## src/hw/hgc_pkg.sv

```systemverilog
// Shared constants and carrier types for the hub global control registers.
// Assumes a single 25 MHz clock that also serves as the oscillator time base.
package hgc_pkg;

  ////////////////////////////////////////////////////////////////////////////
  // Register offsets
  localparam logic [7:0] HGC_OFF_HIGH_COUNT = 8'h0a;
  localparam logic [7:0] HGC_OFF_LOW_COUNT  = 8'h0b;
  localparam logic [7:0] HGC_OFF_RX_CTL     = 8'h0c;
  localparam logic [7:0] HGC_OFF_PIN_VOLTAGE_CONTROL     = 8'h0d;
  localparam logic [7:0] HGC_OFF_PIN_LEVEL  = 8'h0e;

  ////////////////////////////////////////////////////////////////////////////
  // Reset values
  localparam logic [7:0] HGC_RST_HIGH_COUNT = 8'h7a;
  localparam logic [7:0] HGC_RST_LOW_COUNT  = 8'h7a;
  localparam logic [3:0] HGC_RST_ROUTE      = 4'h0;
  localparam logic [3:0] HGC_RST_RX_EN      = 4'hf;
  localparam logic [3:0] HGC_IO_RESERVED    = 4'h9;
  localparam logic [1:0] HGC_MODE_LOW_V     = 2'h0;
  localparam logic [1:0] HGC_MODE_HIGH_V    = 2'h3;
  localparam logic [7:0] HGC_READ_ZERO      = 8'h00;

  ////////////////////////////////////////////////////////////////////////////
  // Field positions
  localparam int HGC_RX_ROUTE_LSB = 4;
  localparam int HGC_RX_ROUTE_MSB = 7;
  localparam int HGC_RX_EN_LSB    = 0;
  localparam int HGC_RX_EN_MSB    = 3;
  localparam int HGC_IO_HV_BIT    = 7;
  localparam int HGC_IO_OV_BIT    = 6;
  localparam int HGC_IO_MODE_LSB  = 4;
  localparam int HGC_IO_MODE_MSB  = 5;
  localparam int HGC_IO_RSV_LSB   = 0;
  localparam int HGC_IO_RSV_MSB   = 3;

  ////////////////////////////////////////////////////////////////////////////
  // Timing
  localparam int          HGC_OSC_PERIOD_NS = 40;
  localparam int          HGC_CLK_PERIOD_NS = 40;
  localparam int          HGC_OSC_DIV_RAW   = HGC_OSC_PERIOD_NS / HGC_CLK_PERIOD_NS;
  localparam int          HGC_OSC_DIV       = (HGC_OSC_DIV_RAW < 1) ? 1 : HGC_OSC_DIV_RAW;
  localparam logic [8:0]  HGC_EXTRA_PERIODS = 9'd5;

  ////////////////////////////////////////////////////////////////////////////
  // Carriers
  typedef struct packed {
    logic       wr;
    logic       rd;
    logic [7:0] addr;
    logic [7:0] wdata;
  } hgc_reg_req_t;

  typedef struct packed {
    logic [3:0] route;
    logic [3:0] rx_en;
    logic       hv_sel;
    logic [1:0] supply_mode;
  } hgc_ctrl_t;

  typedef enum logic [1:0] {HGC_M_IDLE, HGC_M_LOW, HGC_M_RELEASE, HGC_M_HIGH} hgc_mstate_t;

endpackage : hgc_pkg

```

## src/hw/hgc_phase_timer.sv

```systemverilog
// Phase timer: counts a programmed width plus the fixed extra periods.
// Assumes tick is a one-cycle oscillator enable from the parent.
`timescale 1ns/1ps
module hgc_phase_timer
  import hgc_pkg::*;
(
  // Clock and reset
  input  wire logic       clk,
  input  wire logic       rst,
  // Control
  input  wire logic       tick,
  input  wire logic       start,
  input  wire logic [7:0] count,
  // Status
  output logic            busy,
  output logic            done
);

  logic [8:0] remain;
  wire        last_tick = busy && tick && (remain == 9'd1);

  // Width is taken at start, so later writes only affect the next phase
  always_ff @(posedge clk or posedge rst) begin
    if (rst) begin
      remain <= 9'd0;
      busy   <= 1'b0;
      done   <= 1'b0;
    end else begin
      done <= last_tick;
      if (start) begin
        remain <= {1'b0, count} + HGC_EXTRA_PERIODS;
        busy   <= 1'b1;
      end else if (busy && tick) begin
        remain <= remain - 9'd1;
        busy   <= !last_tick;
      end
    end
  end

endmodule : hgc_phase_timer

```

## src/hw/hgc_regs.sv

```systemverilog
// Hub global control registers with local clock timing and pin voltage logic.
// Assumes synchronous inputs and an internal register port behind the I2C slave.
//
// Contract
// - Master clock high width comes from an 8-bit count of 40 ns periods.
// - Master clock high phase lasts at least high count plus five periods.
// - High count resets to 0x7a.
// - Master clock low width comes from its own 8-bit count plus five periods.
// - Slave stretch uses the low count as data setup before releasing clock.
// - Low count resets to 0x7a.
// - Bits 7..4 route channels 3..0 to slave port 0 or 1; reset 0.
// - Bits 3..0 enable receivers 3..0; reset 1, write 0 disables.
// - I/O control bit 7 selects 1.8 V when 0, 3.3 V when 1.
// - Override 0 drives voltage controls from detection; 1 uses written values.
// - With override 0, reads of select and mode show the detected level.
// - Supply mode bits 5:4 encode 00 as 1.8 V, 11 as 3.3 V; reset 00.
// - Pin level register reads current levels on all eight GPIO pins.
// - Pin n maps to bit n; the pin level register is read-only.
`timescale 1ns/1ps
module hgc_regs
  import hgc_pkg::*;
(
  // Clock and reset
  input  wire logic               clk,
  input  wire logic               rst,
  // Register port
  input  wire hgc_pkg::hgc_reg_req_t reg_req,
  output logic [7:0]              rd_data,
  output logic                    rd_valid,
  // Pin sensing
  input  wire logic               io_level_detect,
  input  wire logic [7:0]         gpio_in,
  // Control outputs
  output hgc_pkg::hgc_ctrl_t      ctrl,
  // Local master and slave clocking
  input  wire logic               master_enable,
  input  wire logic               slave_stretch_req,
  output logic                    slave_setup_busy,
  // Open-drain clock pin
  input  wire logic               scl_in,
  output logic                    scl_o,
  output logic                    scl_oe
);
  import hgc_pkg::*;

  function automatic logic [1:0] level_mode(input logic high_v);
    level_mode = high_v ? HGC_MODE_HIGH_V : HGC_MODE_LOW_V;
  endfunction : level_mode

  ////////////////////////////////////////////////////////////////////////////
  // Register storage
  logic [7:0] high_count;
  logic [7:0] low_count;
  logic [3:0] route;
  logic [3:0] rx_en;
  logic       hv_stored;
  logic       io_override;
  logic [1:0] mode_stored;

  wire wr_high = reg_req.wr && (reg_req.addr == HGC_OFF_HIGH_COUNT);
  wire wr_low  = reg_req.wr && (reg_req.addr == HGC_OFF_LOW_COUNT);
  wire wr_rx   = reg_req.wr && (reg_req.addr == HGC_OFF_RX_CTL);
  wire wr_io   = reg_req.wr && (reg_req.addr == HGC_OFF_PIN_VOLTAGE_CONTROL);

  always_ff @(posedge clk or posedge rst) begin
    if (rst) begin
      high_count  <= HGC_RST_HIGH_COUNT;
      low_count   <= HGC_RST_LOW_COUNT;
      route       <= HGC_RST_ROUTE;
      rx_en       <= HGC_RST_RX_EN;
      hv_stored   <= 1'b0;
      io_override <= 1'b0;
      mode_stored <= HGC_MODE_LOW_V;
    end else begin
      if (wr_high) high_count <= reg_req.wdata;
      if (wr_low) low_count <= reg_req.wdata;
      if (wr_rx) begin
        route <= reg_req.wdata[HGC_RX_ROUTE_MSB:HGC_RX_ROUTE_LSB];
        rx_en <= reg_req.wdata[HGC_RX_EN_MSB:HGC_RX_EN_LSB];
      end
      if (wr_io) begin
        hv_stored   <= reg_req.wdata[HGC_IO_HV_BIT];
        io_override <= reg_req.wdata[HGC_IO_OV_BIT];
        mode_stored <= reg_req.wdata[HGC_IO_MODE_MSB:HGC_IO_MODE_LSB];
      end
    end
  end

  ////////////////////////////////////////////////////////////////////////////
  // Voltage selection and control outputs
  wire       eff_hv   = io_override ? hv_stored : io_level_detect;
  wire [1:0] eff_mode = io_override ? mode_stored : level_mode(io_level_detect);

  hgc_ctrl_t next_ctrl;
  assign next_ctrl = '{route: route, rx_en: rx_en, hv_sel: eff_hv, supply_mode: eff_mode};

  always_ff @(posedge clk or posedge rst) begin
    if (rst) begin
      ctrl <= '{route: HGC_RST_ROUTE, rx_en: HGC_RST_RX_EN, hv_sel: 1'b0,
                supply_mode: HGC_MODE_LOW_V};
    end else begin
      ctrl <= next_ctrl;
    end
  end

  ////////////////////////////////////////////////////////////////////////////
  // Read path; reserved bits are constant so writes cannot disturb them
  wire [7:0] io_read = {eff_hv, io_override, eff_mode, HGC_IO_RESERVED};

  logic [7:0] next_rd_data;
  always_comb begin
    unique case (reg_req.addr)
      HGC_OFF_HIGH_COUNT: next_rd_data = high_count;
      HGC_OFF_LOW_COUNT:  next_rd_data = low_count;
      HGC_OFF_RX_CTL:     next_rd_data = {route, rx_en};
      HGC_OFF_PIN_VOLTAGE_CONTROL:     next_rd_data = io_read;
      HGC_OFF_PIN_LEVEL:  next_rd_data = gpio_in;
      default:            next_rd_data = HGC_READ_ZERO;
    endcase
  end

  always_ff @(posedge clk or posedge rst) begin
    if (rst) begin
      rd_data  <= HGC_READ_ZERO;
      rd_valid <= 1'b0;
    end else begin
      rd_valid <= reg_req.rd;
      if (reg_req.rd) rd_data <= next_rd_data;
    end
  end

  ////////////////////////////////////////////////////////////////////////////
  // Oscillator tick; at 25 MHz the divider collapses to every cycle
  logic [7:0] div_cnt;
  wire        osc_tick = (div_cnt == 8'(HGC_OSC_DIV - 1));

  always_ff @(posedge clk or posedge rst) begin
    if (rst) div_cnt <= 8'h00;
    else     div_cnt <= osc_tick ? 8'h00 : div_cnt + 8'h01;
  end

  ////////////////////////////////////////////////////////////////////////////
  // Local master clock generator
  hgc_mstate_t mstate;
  hgc_mstate_t next_mstate;
  logic        m_busy;
  logic        m_done;
  logic        m_start;
  logic [7:0]  m_count;

  always_comb begin
    next_mstate = mstate;
    m_start     = 1'b0;
    m_count     = low_count;
    unique case (mstate)
      HGC_M_IDLE: begin
        if (master_enable) begin
          next_mstate = HGC_M_LOW;
          m_start     = 1'b1;
        end
      end
      HGC_M_LOW: begin
        if (m_done) next_mstate = HGC_M_RELEASE;
      end
      // High time counts only once the wire is seen high, so a slave stretch held at release
      // never eats into the programmed high phase
      HGC_M_RELEASE: begin
        if (scl_in) begin
          next_mstate = HGC_M_HIGH;
          m_start     = 1'b1;
          m_count     = high_count;
        end
      end
      HGC_M_HIGH: begin
        m_count = high_count;
        if (m_done) begin
          next_mstate = master_enable ? HGC_M_LOW : HGC_M_IDLE;
          m_start     = master_enable;
          m_count     = low_count;
        end
      end
    endcase
  end

  hgc_phase_timer u_master_timer (
    .clk   (clk),
    .rst   (rst),
    .tick  (osc_tick),
    .start (m_start),
    .count (m_count),
    .busy  (m_busy),
    .done  (m_done)
  );

  ////////////////////////////////////////////////////////////////////////////
  // Slave setup stretch
  logic s_busy;
  logic s_done;
  wire  s_start = slave_stretch_req && !s_busy && !slave_setup_busy;

  hgc_phase_timer u_slave_timer (
    .clk   (clk),
    .rst   (rst),
    .tick  (osc_tick),
    .start (s_start),
    .count (low_count),
    .busy  (s_busy),
    .done  (s_done)
  );

  wire next_stretch = s_start || (slave_setup_busy && !s_done);
  wire next_scl_oe  = (next_mstate == HGC_M_LOW) || next_stretch;

  always_ff @(posedge clk or posedge rst) begin
    if (rst) begin
      mstate           <= HGC_M_IDLE;
      slave_setup_busy <= 1'b0;
      scl_oe           <= 1'b0;
      scl_o            <= 1'b0;
    end else begin
      mstate           <= next_mstate;
      slave_setup_busy <= next_stretch;
      scl_oe           <= next_scl_oe;
      scl_o            <= 1'b0;
    end
  end

  ////////////////////////////////////////////////////////////////////////////
  // Checks; helper counters measure each master phase
  logic [8:0] high_len;
  logic [8:0] low_len;
  logic [7:0] high_at_start;
  logic [7:0] low_at_start;

  always_ff @(posedge clk or posedge rst) begin
    if (rst) begin
      high_len      <= 9'd0;
      low_len       <= 9'd0;
      high_at_start <= HGC_RST_HIGH_COUNT;
      low_at_start  <= HGC_RST_LOW_COUNT;
    end else begin
      high_len <= (mstate == HGC_M_HIGH) ? high_len + 9'd1 : 9'd0;
      low_len  <= (mstate == HGC_M_LOW) ? low_len + 9'd1 : 9'd0;
      if (m_start && (m_count == high_count) && (mstate == HGC_M_RELEASE))
        high_at_start <= high_count;
      if (m_start && (mstate != HGC_M_RELEASE)) low_at_start <= low_count;
    end
  end

  chk_high_width: assert property (@(posedge clk) disable iff (rst)
    (mstate == HGC_M_HIGH) && (next_mstate != HGC_M_HIGH)
      |-> (high_len + 9'd1 >= {1'b0, high_at_start} + HGC_EXTRA_PERIODS))
    else $error("master high phase too short");

  chk_low_width: assert property (@(posedge clk) disable iff (rst)
    (mstate == HGC_M_LOW) && (next_mstate != HGC_M_LOW)
      |-> (low_len + 9'd1 >= {1'b0, low_at_start} + HGC_EXTRA_PERIODS))
    else $error("master low phase too short");

  chk_low_drives_pin: assert property (@(posedge clk) disable iff (rst)
    (mstate == HGC_M_LOW) |-> scl_oe)
    else $error("clock not pulled low in low phase");

  chk_low_timer_run: assert property (@(posedge clk) disable iff (rst)
    (mstate == HGC_M_LOW) |-> (m_busy || m_done))
    else $error("low phase without running timer");

  chk_route_write: assert property (@(posedge clk) disable iff (rst)
    wr_rx |=> ##1 (ctrl.route == $past(reg_req.wdata[7:4], 2)))
    else $error("channel route not applied");

  chk_rx_enable: assert property (@(posedge clk) disable iff (rst)
    wr_rx |=> ##1 (ctrl.rx_en == $past(reg_req.wdata[3:0], 2)))
    else $error("receiver enable not applied");

  chk_detect_drive: assert property (@(posedge clk) disable iff (rst)
    !io_override |=> (ctrl.hv_sel == $past(io_level_detect))
      && (ctrl.supply_mode == {2{$past(io_level_detect)}}))
    else $error("detected level not driving controls");

  chk_detect_read: assert property (@(posedge clk) disable iff (rst)
    reg_req.rd && (reg_req.addr == HGC_OFF_PIN_VOLTAGE_CONTROL) && !io_override
      |=> (rd_data[7] == $past(io_level_detect)) && (rd_data[3:0] == HGC_IO_RESERVED))
    else $error("voltage read ignores detection");

  chk_pin_read: assert property (@(posedge clk) disable iff (rst)
    reg_req.rd && (reg_req.addr == HGC_OFF_PIN_LEVEL)
      |=> rd_valid && (rd_data == $past(gpio_in)))
    else $error("pin level read mismatch");

  chk_slave_setup: assert property (@(posedge clk) disable iff (rst)
    $rose(slave_setup_busy) |-> slave_setup_busy [*5])
    else $error("slave setup released early");

endmodule : hgc_regs

```

## config.mk

```make
export PLATFORM = sky130hd
export DESIGN_NAME = hgc_regs
export DESIGN_NICKNAME = d
export VERILOG_FILES = /design/src/hw/hgc_pkg.sv /design/src/hw/hgc_phase_timer.sv /design/src/hw/hgc_regs.sv
export SDC_FILE = /design/constraint.sdc
export NUM_CORES = 1
export LEC_CHECK = 0
export BUFFER_PORTS_ARGS = -buffer_cell sky130_fd_sc_hd__buf_2
export CORE_ASPECT_RATIO = 0.75
export CORE_UTILIZATION = 52
export CTS_CLUSTER_DIAMETER = 200
export DETAILED_ROUTE_END_ITERATION = 8
export GPL_ROUTABILITY_DRIVEN = 0
export PLACE_DENSITY_LB_ADDON = 0.12
export SLEW_MARGIN = 25
export SYNTH_ARGS = -nofsm -noshare
export SYNTH_HDL_FRONTEND = slang
export SYNTH_HIERARCHICAL = 1
export SYNTH_SLANG_ARGS = --single-unit
```

## constraint.sdc

```tcl
create_clock -name clk -period 2.2 [get_ports clk]
set_clock_uncertainty 0.2 [all_clocks]
set_input_delay 0.44 -clock clk [delete_from_list [all_inputs] [get_ports clk]]
set_output_delay 0.44 -clock clk [all_outputs]
set_load 0.01 [all_outputs]
```

==> results of run 1 <==
## cell type report
cell class,count,area (um2),share of cell area
Timing Repair Buffer,87,552,0.106
Sequential cell,82,2070,0.397
Clock inverter,6,138,0.0264
Tap cell,105,131,0.0252
Multi-Input combinational cell,269,2110,0.403
Inverter,22,82.6,0.0158
Clock buffer,10,138,0.0264
## power breakdown
| group | internal (mW) | total (mW) | leakage [nW] | switching (mW) |
|---|---|---|---|---|
| registers | 1.77 | 2.02 | 1.01 | 0.255 |
| clock network | 0.903 | 1.47 | 0.137 | 0.565 |
| logic | 0.648 | 1.37 | 1.24 | 0.727 |
| total | 3.32 | 4.87 | 2.39 | 1.55 |
## layer usage
| layer | GRT usage | wire, um | part of all wire |
|---|---|---|---|
| met2 | 0.360 | 4110 | 0.43 |
| met5 | 0 | 0 | 0 |
| met1 | 0.367 | 4840 | 0.51 |
| met4 | 0.0616 | 90 | 0.0095 |
| met3 | 0.0601 | 469 | 0.049 |
## placed cells by master, fill, tap and decap left out, types with 3 or more instances in the layout
cell / instances
sky130_fd_sc_hd__a21oi_1: 13
sky130_fd_sc_hd__and2_1: 3
sky130_fd_sc_hd__and3_1: 3
sky130_fd_sc_hd__buf_2: 53
sky130_fd_sc_hd__buf_4: 30
sky130_fd_sc_hd__bufinv_16: 4
sky130_fd_sc_hd__clkbuf_8: 10
sky130_fd_sc_hd__dfrtp_1: 64
sky130_fd_sc_hd__dfstp_2: 18
sky130_fd_sc_hd__ha_1: 8
sky130_fd_sc_hd__inv_1: 21
sky130_fd_sc_hd__mux2_2: 40
sky130_fd_sc_hd__mux2i_1: 9
sky130_fd_sc_hd__nand2_1: 25
sky130_fd_sc_hd__nand2b_1: 5
sky130_fd_sc_hd__nand3_1: 10
sky130_fd_sc_hd__nand3b_1: 3
sky130_fd_sc_hd__nand4_1: 6
sky130_fd_sc_hd__nor2_1: 20
sky130_fd_sc_hd__nor2b_1: 5
sky130_fd_sc_hd__nor3_1: 4
sky130_fd_sc_hd__nor3b_1: 3
sky130_fd_sc_hd__nor3b_2: 3
sky130_fd_sc_hd__o2111ai_1: 3
sky130_fd_sc_hd__o21ai_0: 9
sky130_fd_sc_hd__o21ai_1: 8
sky130_fd_sc_hd__o22ai_1: 8
sky130_fd_sc_hd__xnor2_1: 17
sky130_fd_sc_hd__xor2_1: 10
## synth_stat cells, types with 3 or more instances
library cell | instances | area, um2
sky130_fd_sc_hd__o22ai_1 | 8 | 50.1
sky130_fd_sc_hd__and3_1 | 5 | 31.3
sky130_fd_sc_hd__dfstp_2 | 18 | 473
sky130_fd_sc_hd__nand4_1 | 6 | 37.5
sky130_fd_sc_hd__mux2i_1 | 9 | 90.1
sky130_fd_sc_hd__nand2b_1 | 5 | 31.3
sky130_fd_sc_hd__buf_4 | 6 | 45.0
sky130_fd_sc_hd__nand3_1 | 12 | 60.1
sky130_fd_sc_hd__xor2_1 | 10 | 87.6
sky130_fd_sc_hd__nor2_1 | 20 | 75.1
sky130_fd_sc_hd__a21oi_1 | 14 | 70.1
sky130_fd_sc_hd__dfrtp_1 | 64 | 1600
sky130_fd_sc_hd__and2_1 | 5 | 31.3
sky130_fd_sc_hd__o2111ai_1 | 3 | 26.3
sky130_fd_sc_hd__xnor2_1 | 18 | 158
sky130_fd_sc_hd__o21ai_1 | 6 | 30.0
sky130_fd_sc_hd__ha_1 | 8 | 100
sky130_fd_sc_hd__mux2_2 | 40 | 450
sky130_fd_sc_hd__nand2_1 | 25 | 93.8
sky130_fd_sc_hd__buf_2 | 3 | 15.0
sky130_fd_sc_hd__nor3_1 | 4 | 20.0
sky130_fd_sc_hd__nor3b_1 | 4 | 30.0
sky130_fd_sc_hd__nand3b_1 | 3 | 22.5
sky130_fd_sc_hd__inv_1 | 22 | 82.6
sky130_fd_sc_hd__nor2b_1 | 5 | 31.3
sky130_fd_sc_hd__o21ai_0 | 12 | 60.1
## state kept, by name, summed over array words and instances, names as in the netlist, 2 cells and up
| name | cells |
|---|---|
| ctrl | 11 |
| u_master_timer/remain | 9 |
| u_slave_timer/remain | 9 |
| div_cnt | 8 |
| high_count | 8 |
| low_count | 8 |
| rd_data | 8 |
| route | 4 |
| rx_en | 4 |
| mode_stored | 2 |
| mstate | 2 |
## what timing repair did
action | in CTS | in global routing
hold buffers | 1 | 0
pin swaps | 3 | 2
gates cloned | 2 | 0
setup endpoints to repair | 22 | 22
setup buffers | 2 | 1
resized for setup | 8 | 1
endpoints found under the hold margin | 34 | 0
## worst max path at each step
stage | to | slack [ps]
final | u_master_timer/remain[8] | -90
after global routing | u_master_timer/remain[6] | -220
after CTS | u_master_timer/remain[8] | -90
after detailed placement | u_master_timer/remain[8] | -280
after global placement | u_master_timer/remain[2] | -160
after floorplan | u_slave_timer/remain[5] | -160
## logic make-up (layout without fill, tap and decap cells)
kind of cell             after synthesis  in the layout  synth area share
adder cells (fa/ha/maj)                8              8            0.0234
buffers and inverters                 36            125            0.0394
XOR/XNOR                              28             28            0.0572
AND/OR/NAND/NOR                      114            116             0.167
flip-flops                            82             82             0.484
multiplexers                          49             49             0.126
other                                  1              1          0.000875
AO/OA/AOI/OAI                         67             67             0.102
==> results.txt, run 1 <==
The run finished, with violations left. The checks that failed: negative setup slack. The clock tree synthesis step divided the H-tree into 3 levels.

The post-synthesis average cell area came out at 11.1 um2. The number of cells on the worst reg-to-reg path came out at 9. The number of placement rows came out at 28.

Counting buffers and inverters, the worst setup path is 9 cells deep. The length of the first detailed-routing pass in iterations is 4. Of all nets on the critical path, the largest fanout is 6. The number of ports placed on the die boundary came out at 55. The worst hold path belongs to the class in -> reg. The synthesized flop and latch total came out at 82. The worst path required time came out at roughly 2300 ps. The number of nets with antenna violations after routing is 0. The utilization after layout came out at 0.657. Yosys printed 6 warnings. The initial core utilization is 0.539. STA classifies the critical path startpoint as a flop.

The cell area after layout came out at 5220 um2. Clock tree synthesis selected as its root buffer the cell sky130_fd_sc_hd__clkbuf_8. The signal arrival time at the worst endpoint is about 2300 ps. The floorplan step set the die width to 107 um. The distinct cell type count of the synthesized netlist is 61.

The number of fill cells in the layout came out at 640. Counting every sink on the clock net gives 82. The number of buffers created by CTS came out at 9.

The number of nets produced by synthesis came out at ~430. The setup path with the least slack is of type reg -> reg. The total count of hold-check failures in the final report came out at 0. The number of antenna violations at the first check in global routing was 0.

Traced cell by cell, the critical path runs through inv_1, ha_1, or4b_4, nor4_4, buf_4, and2_4, and3_4, a31o_1, a2bb2oi_1. The cell family contributing the most delay on the critical path is simple AND/OR/NAND/NOR gates. The final-stage net count came out at 511. After detailed routing, the average wire length per cell comes to approximately 16 um. The final total power is ~4.9 mW.

The count of maximum capacitance violations is 0. Of the cells placed in the final design, the portion with a size suffix greater than 1 is 0.399. The leakage power is about 2.4 nW. The startpoint identified for the worst hold timing path is reg_req[16]. In this design, the stage delay of the slowest critical-path cell is 470 ps.

Including well taps, the total number of placed cells is around 560. The final sum of negative setup slack came out at -863 ps. Setup violations remaining at the end of the flow were counted as 17. The TritonCTS clock tree is done. The post-detailed-routing wire length is about 9500 um. The share of flip-flops with an asynchronous set or reset came out at 1.00. The number of global-route vias before repair is 3203. In this run the critical register-to-register path is launched from div_cnt[0]. Setup repair after global routing could not meet its margin everywhere. After clock tree synthesis, the clock-pin slew on the worst setup and hold paths is 80 ps. In this run the critical register-to-register path is captured at u_master_timer/remain[8]. The minimum hold slack came out at just over 100 ps. Counting I/O delays and the setup requirement, the final critical path takes between 2000 and 2500 ps.

The highest clock frequency the design can meet is between 400 and 500 MHz. Dividing the detail-routed via count by the number of cells gives between 5 and 6. The setup slack after placement came out at -279 ps.

Of the synthesized area, sequential elements account for 0.484. The final route contains 3192 vias. 0 antenna diodes ended up in the layout. The die height came out at roughly 80 um. The number of remaining DRC errors is 0. In the synthesized netlist, the number of instances is a little under 400. The maximum VDD drop came out at between 0.7 and 0.8 mV. The standard cell core area is slightly below 8000 um2. The most used flip-flop cell after synthesis is sky130_fd_sc_hd__dfrtp_1. The global-route usage over all layers is 0.248. The wire length of the first global-routing pass came out at about 16000 um.

The slack of the worst reg-to-reg path is -90 ps. The post-placement cell area came out at roughly 4900 um2. The worst setup path is captured at a flop. The number of buffers and inverters on the critical path came out at 2. The wire-length estimate of the detail-placed layout is roughly 7100 um. The count of flip-flops with a built-in enable after synthesis is 0. The latest clock arrival within the worst-skew pair came out at 370 ps.

Port buffering added 53 buffers. In this run, the number of DRC markers left after iteration 0 of detailed routing was around 130. The period utilization is 1.04. The smallest setup slack after layout came out at -93.5 ps. The endpoint with the worst hold slack is rd_valid. The deepest clock path buffer count is 2. Dividing total power by cell area gives a power density of slightly above 900 nW/um2. The number of pins with negative max-slew slack in the final report is 0. The maximum number of pins on one net before global-route repair is 31. The critical path starts at div_cnt[0]. The die outline area is around 8600 um2.

The count of cells along the worst hold path came out at 1. The highest-delay cell along the critical path is sky130_fd_sc_hd__or4b_4. The leftover overflow at the end of global routing is 0. From synthesis to final layout, the design area changed by 21.8%. The final instance count without filler cells came out at a little under 600. Summing every instance area after synthesis gives about 4300 um2.
Power figures use the tool's default switching activity.
==> run 2, diff against run 1 <==
--- a/config.mk
+++ b/config.mk
@@ -9,5 +9,5 @@
 export CORE_ASPECT_RATIO = 0.75
 export CORE_UTILIZATION = 52
-export CTS_CLUSTER_DIAMETER = 200
+export CTS_CLUSTER_DIAMETER = 80
 export DETAILED_ROUTE_END_ITERATION = 8
 export GPL_ROUTABILITY_DRIVEN = 0
==> constraint.sdc (replaced) <==
create_clock -name clk -period 2.2 [get_ports clk]
set_clock_uncertainty 0.2 [all_clocks]
set_input_delay 0 -clock clk [delete_from_list [all_inputs] [get_ports clk]]
set_output_delay 0 -clock clk [all_outputs]
set_load 0.01 [all_outputs]
==> run 2 against run 1 <==
- the run still ends with negative setup slack left
- wire length rose by 9.0%
- final cell count rose by 5.5%
- combinational power rose by 12%
- non-clock buffer count rose by 32
- clock power fell by 7%
- sequential cell count did not move
- utilization rose by 4.2 points
- via count rose by 5.5%
- critical path depth did not move
- cell area rose by 6.4%
- sequential power barely moved
==> results.txt, run 2 (synthesis gave the netlist of run 1 again) <==
The number of buffers created by CTS is 9. The length of the first detailed-routing pass in iterations came out at 4. The number of levels in the clock H-tree is 3. The number of ports placed on the die boundary came out at 55.

STA classifies the critical path endpoint as a flop. Leaving out fill and tap cells, the most frequent cell in the layout is sky130_fd_sc_hd__dfrtp_1. Of the cells placed in the final design, the portion with a size suffix greater than 1 is 0.400. The length of routed wiring on met1 is just over 5000 um.

The final-stage net count came out at about 540. The path class of the tightest hold or removal check is in -> async. The antenna diode count came out at 0.

The smallest setup slack after layout came out at -57.3 ps. The total area inside the core boundary comes to roughly 8000 um2. The total power density per cell area is 886 nW/um2. In this run the horizontal extent of the chip is about 110 um.

The total count of hold-check failures in the final report is 0. The area added between synthesis and finish is 29.6%. Max-cap violations in this run came to 0. The number of flip-flops in the largest register is 11. The leftover overflow at the end of global routing is 0. The checks that failed: negative setup slack. In this run the tool buffered the top-level ports with 53 buffer cells. The maximum number of pins on one net before global-route repair is about 50. The detailed router's first-iteration violation count came out at around 120. The detail route stage leaves a number of antenna-violating nets equal to 0. The period utilization came out at 1.03. The time the worst path needs with I/O delays and setup came out at 2260 ps. After clock tree synthesis, the clock-pin slew on the worst setup and hold paths is 90 ps. The die height came out at between 80 and 90 um. Setup violations remaining at the end of the flow were counted as 15. The global-route usage over all layers came out at 0.262. The latest clock arrival within the worst-skew pair came out at between 300 and 400 ps. The final total power came out at 4.92 mW. For the worst setup path, the data required time is approximately 2300 ps. The worst relative slew slack came out at 0.622. The setup slack after placement is -270 ps.

TritonCTS built the clock tree. The deepest clock path buffer count came out at 2. The cell family contributing the most delay on the critical path is simple AND/OR/NAND/NOR gates. The post-placement cell area is 4850 um2.

The met3 wire length is ~420 um. The beginning of the worst register-to-register path is div_cnt[0]. The via count of the routed design came out at 3367. The number of placement rows is 28.

In the final layout, the registers with the most flip-flops are ctrl (11), u_master_timer/remain (9), u_slave_timer/remain (9). Setup repair after global routing could not meet its margin everywhere. STA puts the critical path data arrival time at between 2000 and 2500 ps. The signal on the critical path passes through inv_1, ha_1, or4b_4, nor4_4, buf_4, and2_4, nand4b_1, xor2_1, mux2i_1. The worst setup path is launched from a flop. The detailed placement HPWL is 7000 um.

Adding up every negative setup slack in the final design gives -360 ps. The detailed-route vias per instance is around 5.5. The number of antenna violations at the first check in global routing is 0. The cell sitting at the root of the clock tree is a sky130_fd_sc_hd__clkbuf_8. After detailed routing, the average wire length per cell comes to 16.9 um. The register with the highest flop count is ctrl. The die outline area came out at about 8600 um2. Routed signal wires occupy layers up through met4. The number of remaining DRC errors is 0. The run finished, with violations left. CTS saw between 80 and 90 sinks.

The number of pins with negative max-slew slack in the final report is 0. The number of global-route vias before repair came out at 3274. In the layout the commonest cells are sky130_fd_sc_hd__dfrtp_1 (64), sky130_fd_sc_hd__buf_2 (53), sky130_fd_sc_hd__buf_4 (37), sky130_fd_sc_hd__mux2_2 (36), sky130_fd_sc_hd__dlygate4sd3_1 (27). The wire length of the first global-routing pass came out at 16800 um. The number of buffers and inverters on the critical path is 2. On the worst path, the slowest cell contributes a delay of roughly 470 ps. The total length of routed met2 wires is 4670 um. The transition time of the tightest slew-check pin came out at 565 ps. Tracing the worst setup path back leads to its startpoint at div_cnt[0]. The highest-delay cell along the critical path is sky130_fd_sc_hd__or4b_4. The post-detailed-routing wire length came out at 10400 um. The highest clock frequency the design can meet is around 440 MHz.

The maximum VDD drop came out at about 0.68 mV. In this run the static leakage power is around 2.5 nW. The cell area after layout came out at ~5600 um2.

The worst setup path is of the reg -> reg kind. The initial core utilization came out at 0.539. The highest fanout seen on the critical path came out at 5.
## run 2: cell count changes in the layout (fill, tap and decap cells not counted), moves of 4 or more
| cell | previous run | this run |
|---|---|---|
| sky130_fd_sc_hd__dlygate4sd3_1 | 1 | 27 |
| sky130_fd_sc_hd__buf_4 | 30 | 37 |
| sky130_fd_sc_hd__mux2_2 | 40 | 36 |
| sky130_fd_sc_hd__mux2_4 | 0 | 4 |
## run 2: worst register-to-register path, delay by kind of cell, from the launching register on
kind | cells | cell delay [ps]
and+or+nand+nor | 4 | 940
DFF | 1 | 380
buffers and inverters | 2 | 230
xor gates and xnor gates | 1 | 180
adders and majority gates | 1 | 130
muxes | 1 | 90
## run 2: layout make-up
| type | count | area (um2) |
|---|---|---|
| Timing Repair Buffer | 119 | 845 |
| Fill cell | 574 | 2400 |
| Inverter | 22 | 82.6 |
| Clock inverter | 6 | 113 |
| Clock buffer | 10 | 138 |
| Tap cell | 105 | 131 |
| Sequential cell | 82 | 2070 |
| Multi-Input combinational cell | 269 | 2170 |
## run 2: through the flow
step                utilization  cells  hold slack (ps)
finish                    0.698    613             22.9
global route              0.698    613             49.0
CTS                       0.692    608             6.53
detailed placement        0.610    558             -202
global placement          0.610    558             -204
floorplan                     -    385             -348
## run 2: report_power, final
| group | total, mW | switching (mW) | leakage (nW) | internal [mW] |
|---|---|---|---|---|
| Clock | 1.36 | 0.575 | 0.127 | 0.789 |
| Sequential | 2.02 | 0.250 | 1.01 | 1.77 |
| Combinational | 1.54 | 0.781 | 1.41 | 0.757 |
| Total | 4.92 | 1.61 | 2.55 | 3.31 |
## run 2: routing by layer
| metal | track usage | up-vias |
|---|---|---|
| li1 | - | 1609 |
| met1 | 0.378 | 1668 |
| met2 | 0.394 | 78 |
| met3 | 0.0568 | 12 |
| met4 | 0.0808 | 0 |
| met5 | 0 | - |
## run 2: path summary, 6_finish.rpt
check	end	slack, ps	cells past startpoint
hold reg to reg	ctrl[4]	180	0
min in group clk	rd_data[7]	20	4
setup / recovery	u_master_timer/remain[5]	-60	9
setup reg to reg	u_master_timer/remain[5]	-60	9
hold / removal	u_slave_timer/remain[2]	20	3
max in group asynchronous	high_count[5]	640	5
## run 2: what timing repair did
action,in CTS,in global routing
hold endpoints to repair,116,0
pin swaps,9,5
setup buffers,6,5
gates resized for setup,18,7
hold buffers,27,0
gates cloned,2,0
endpoints found under the setup margin,22,21
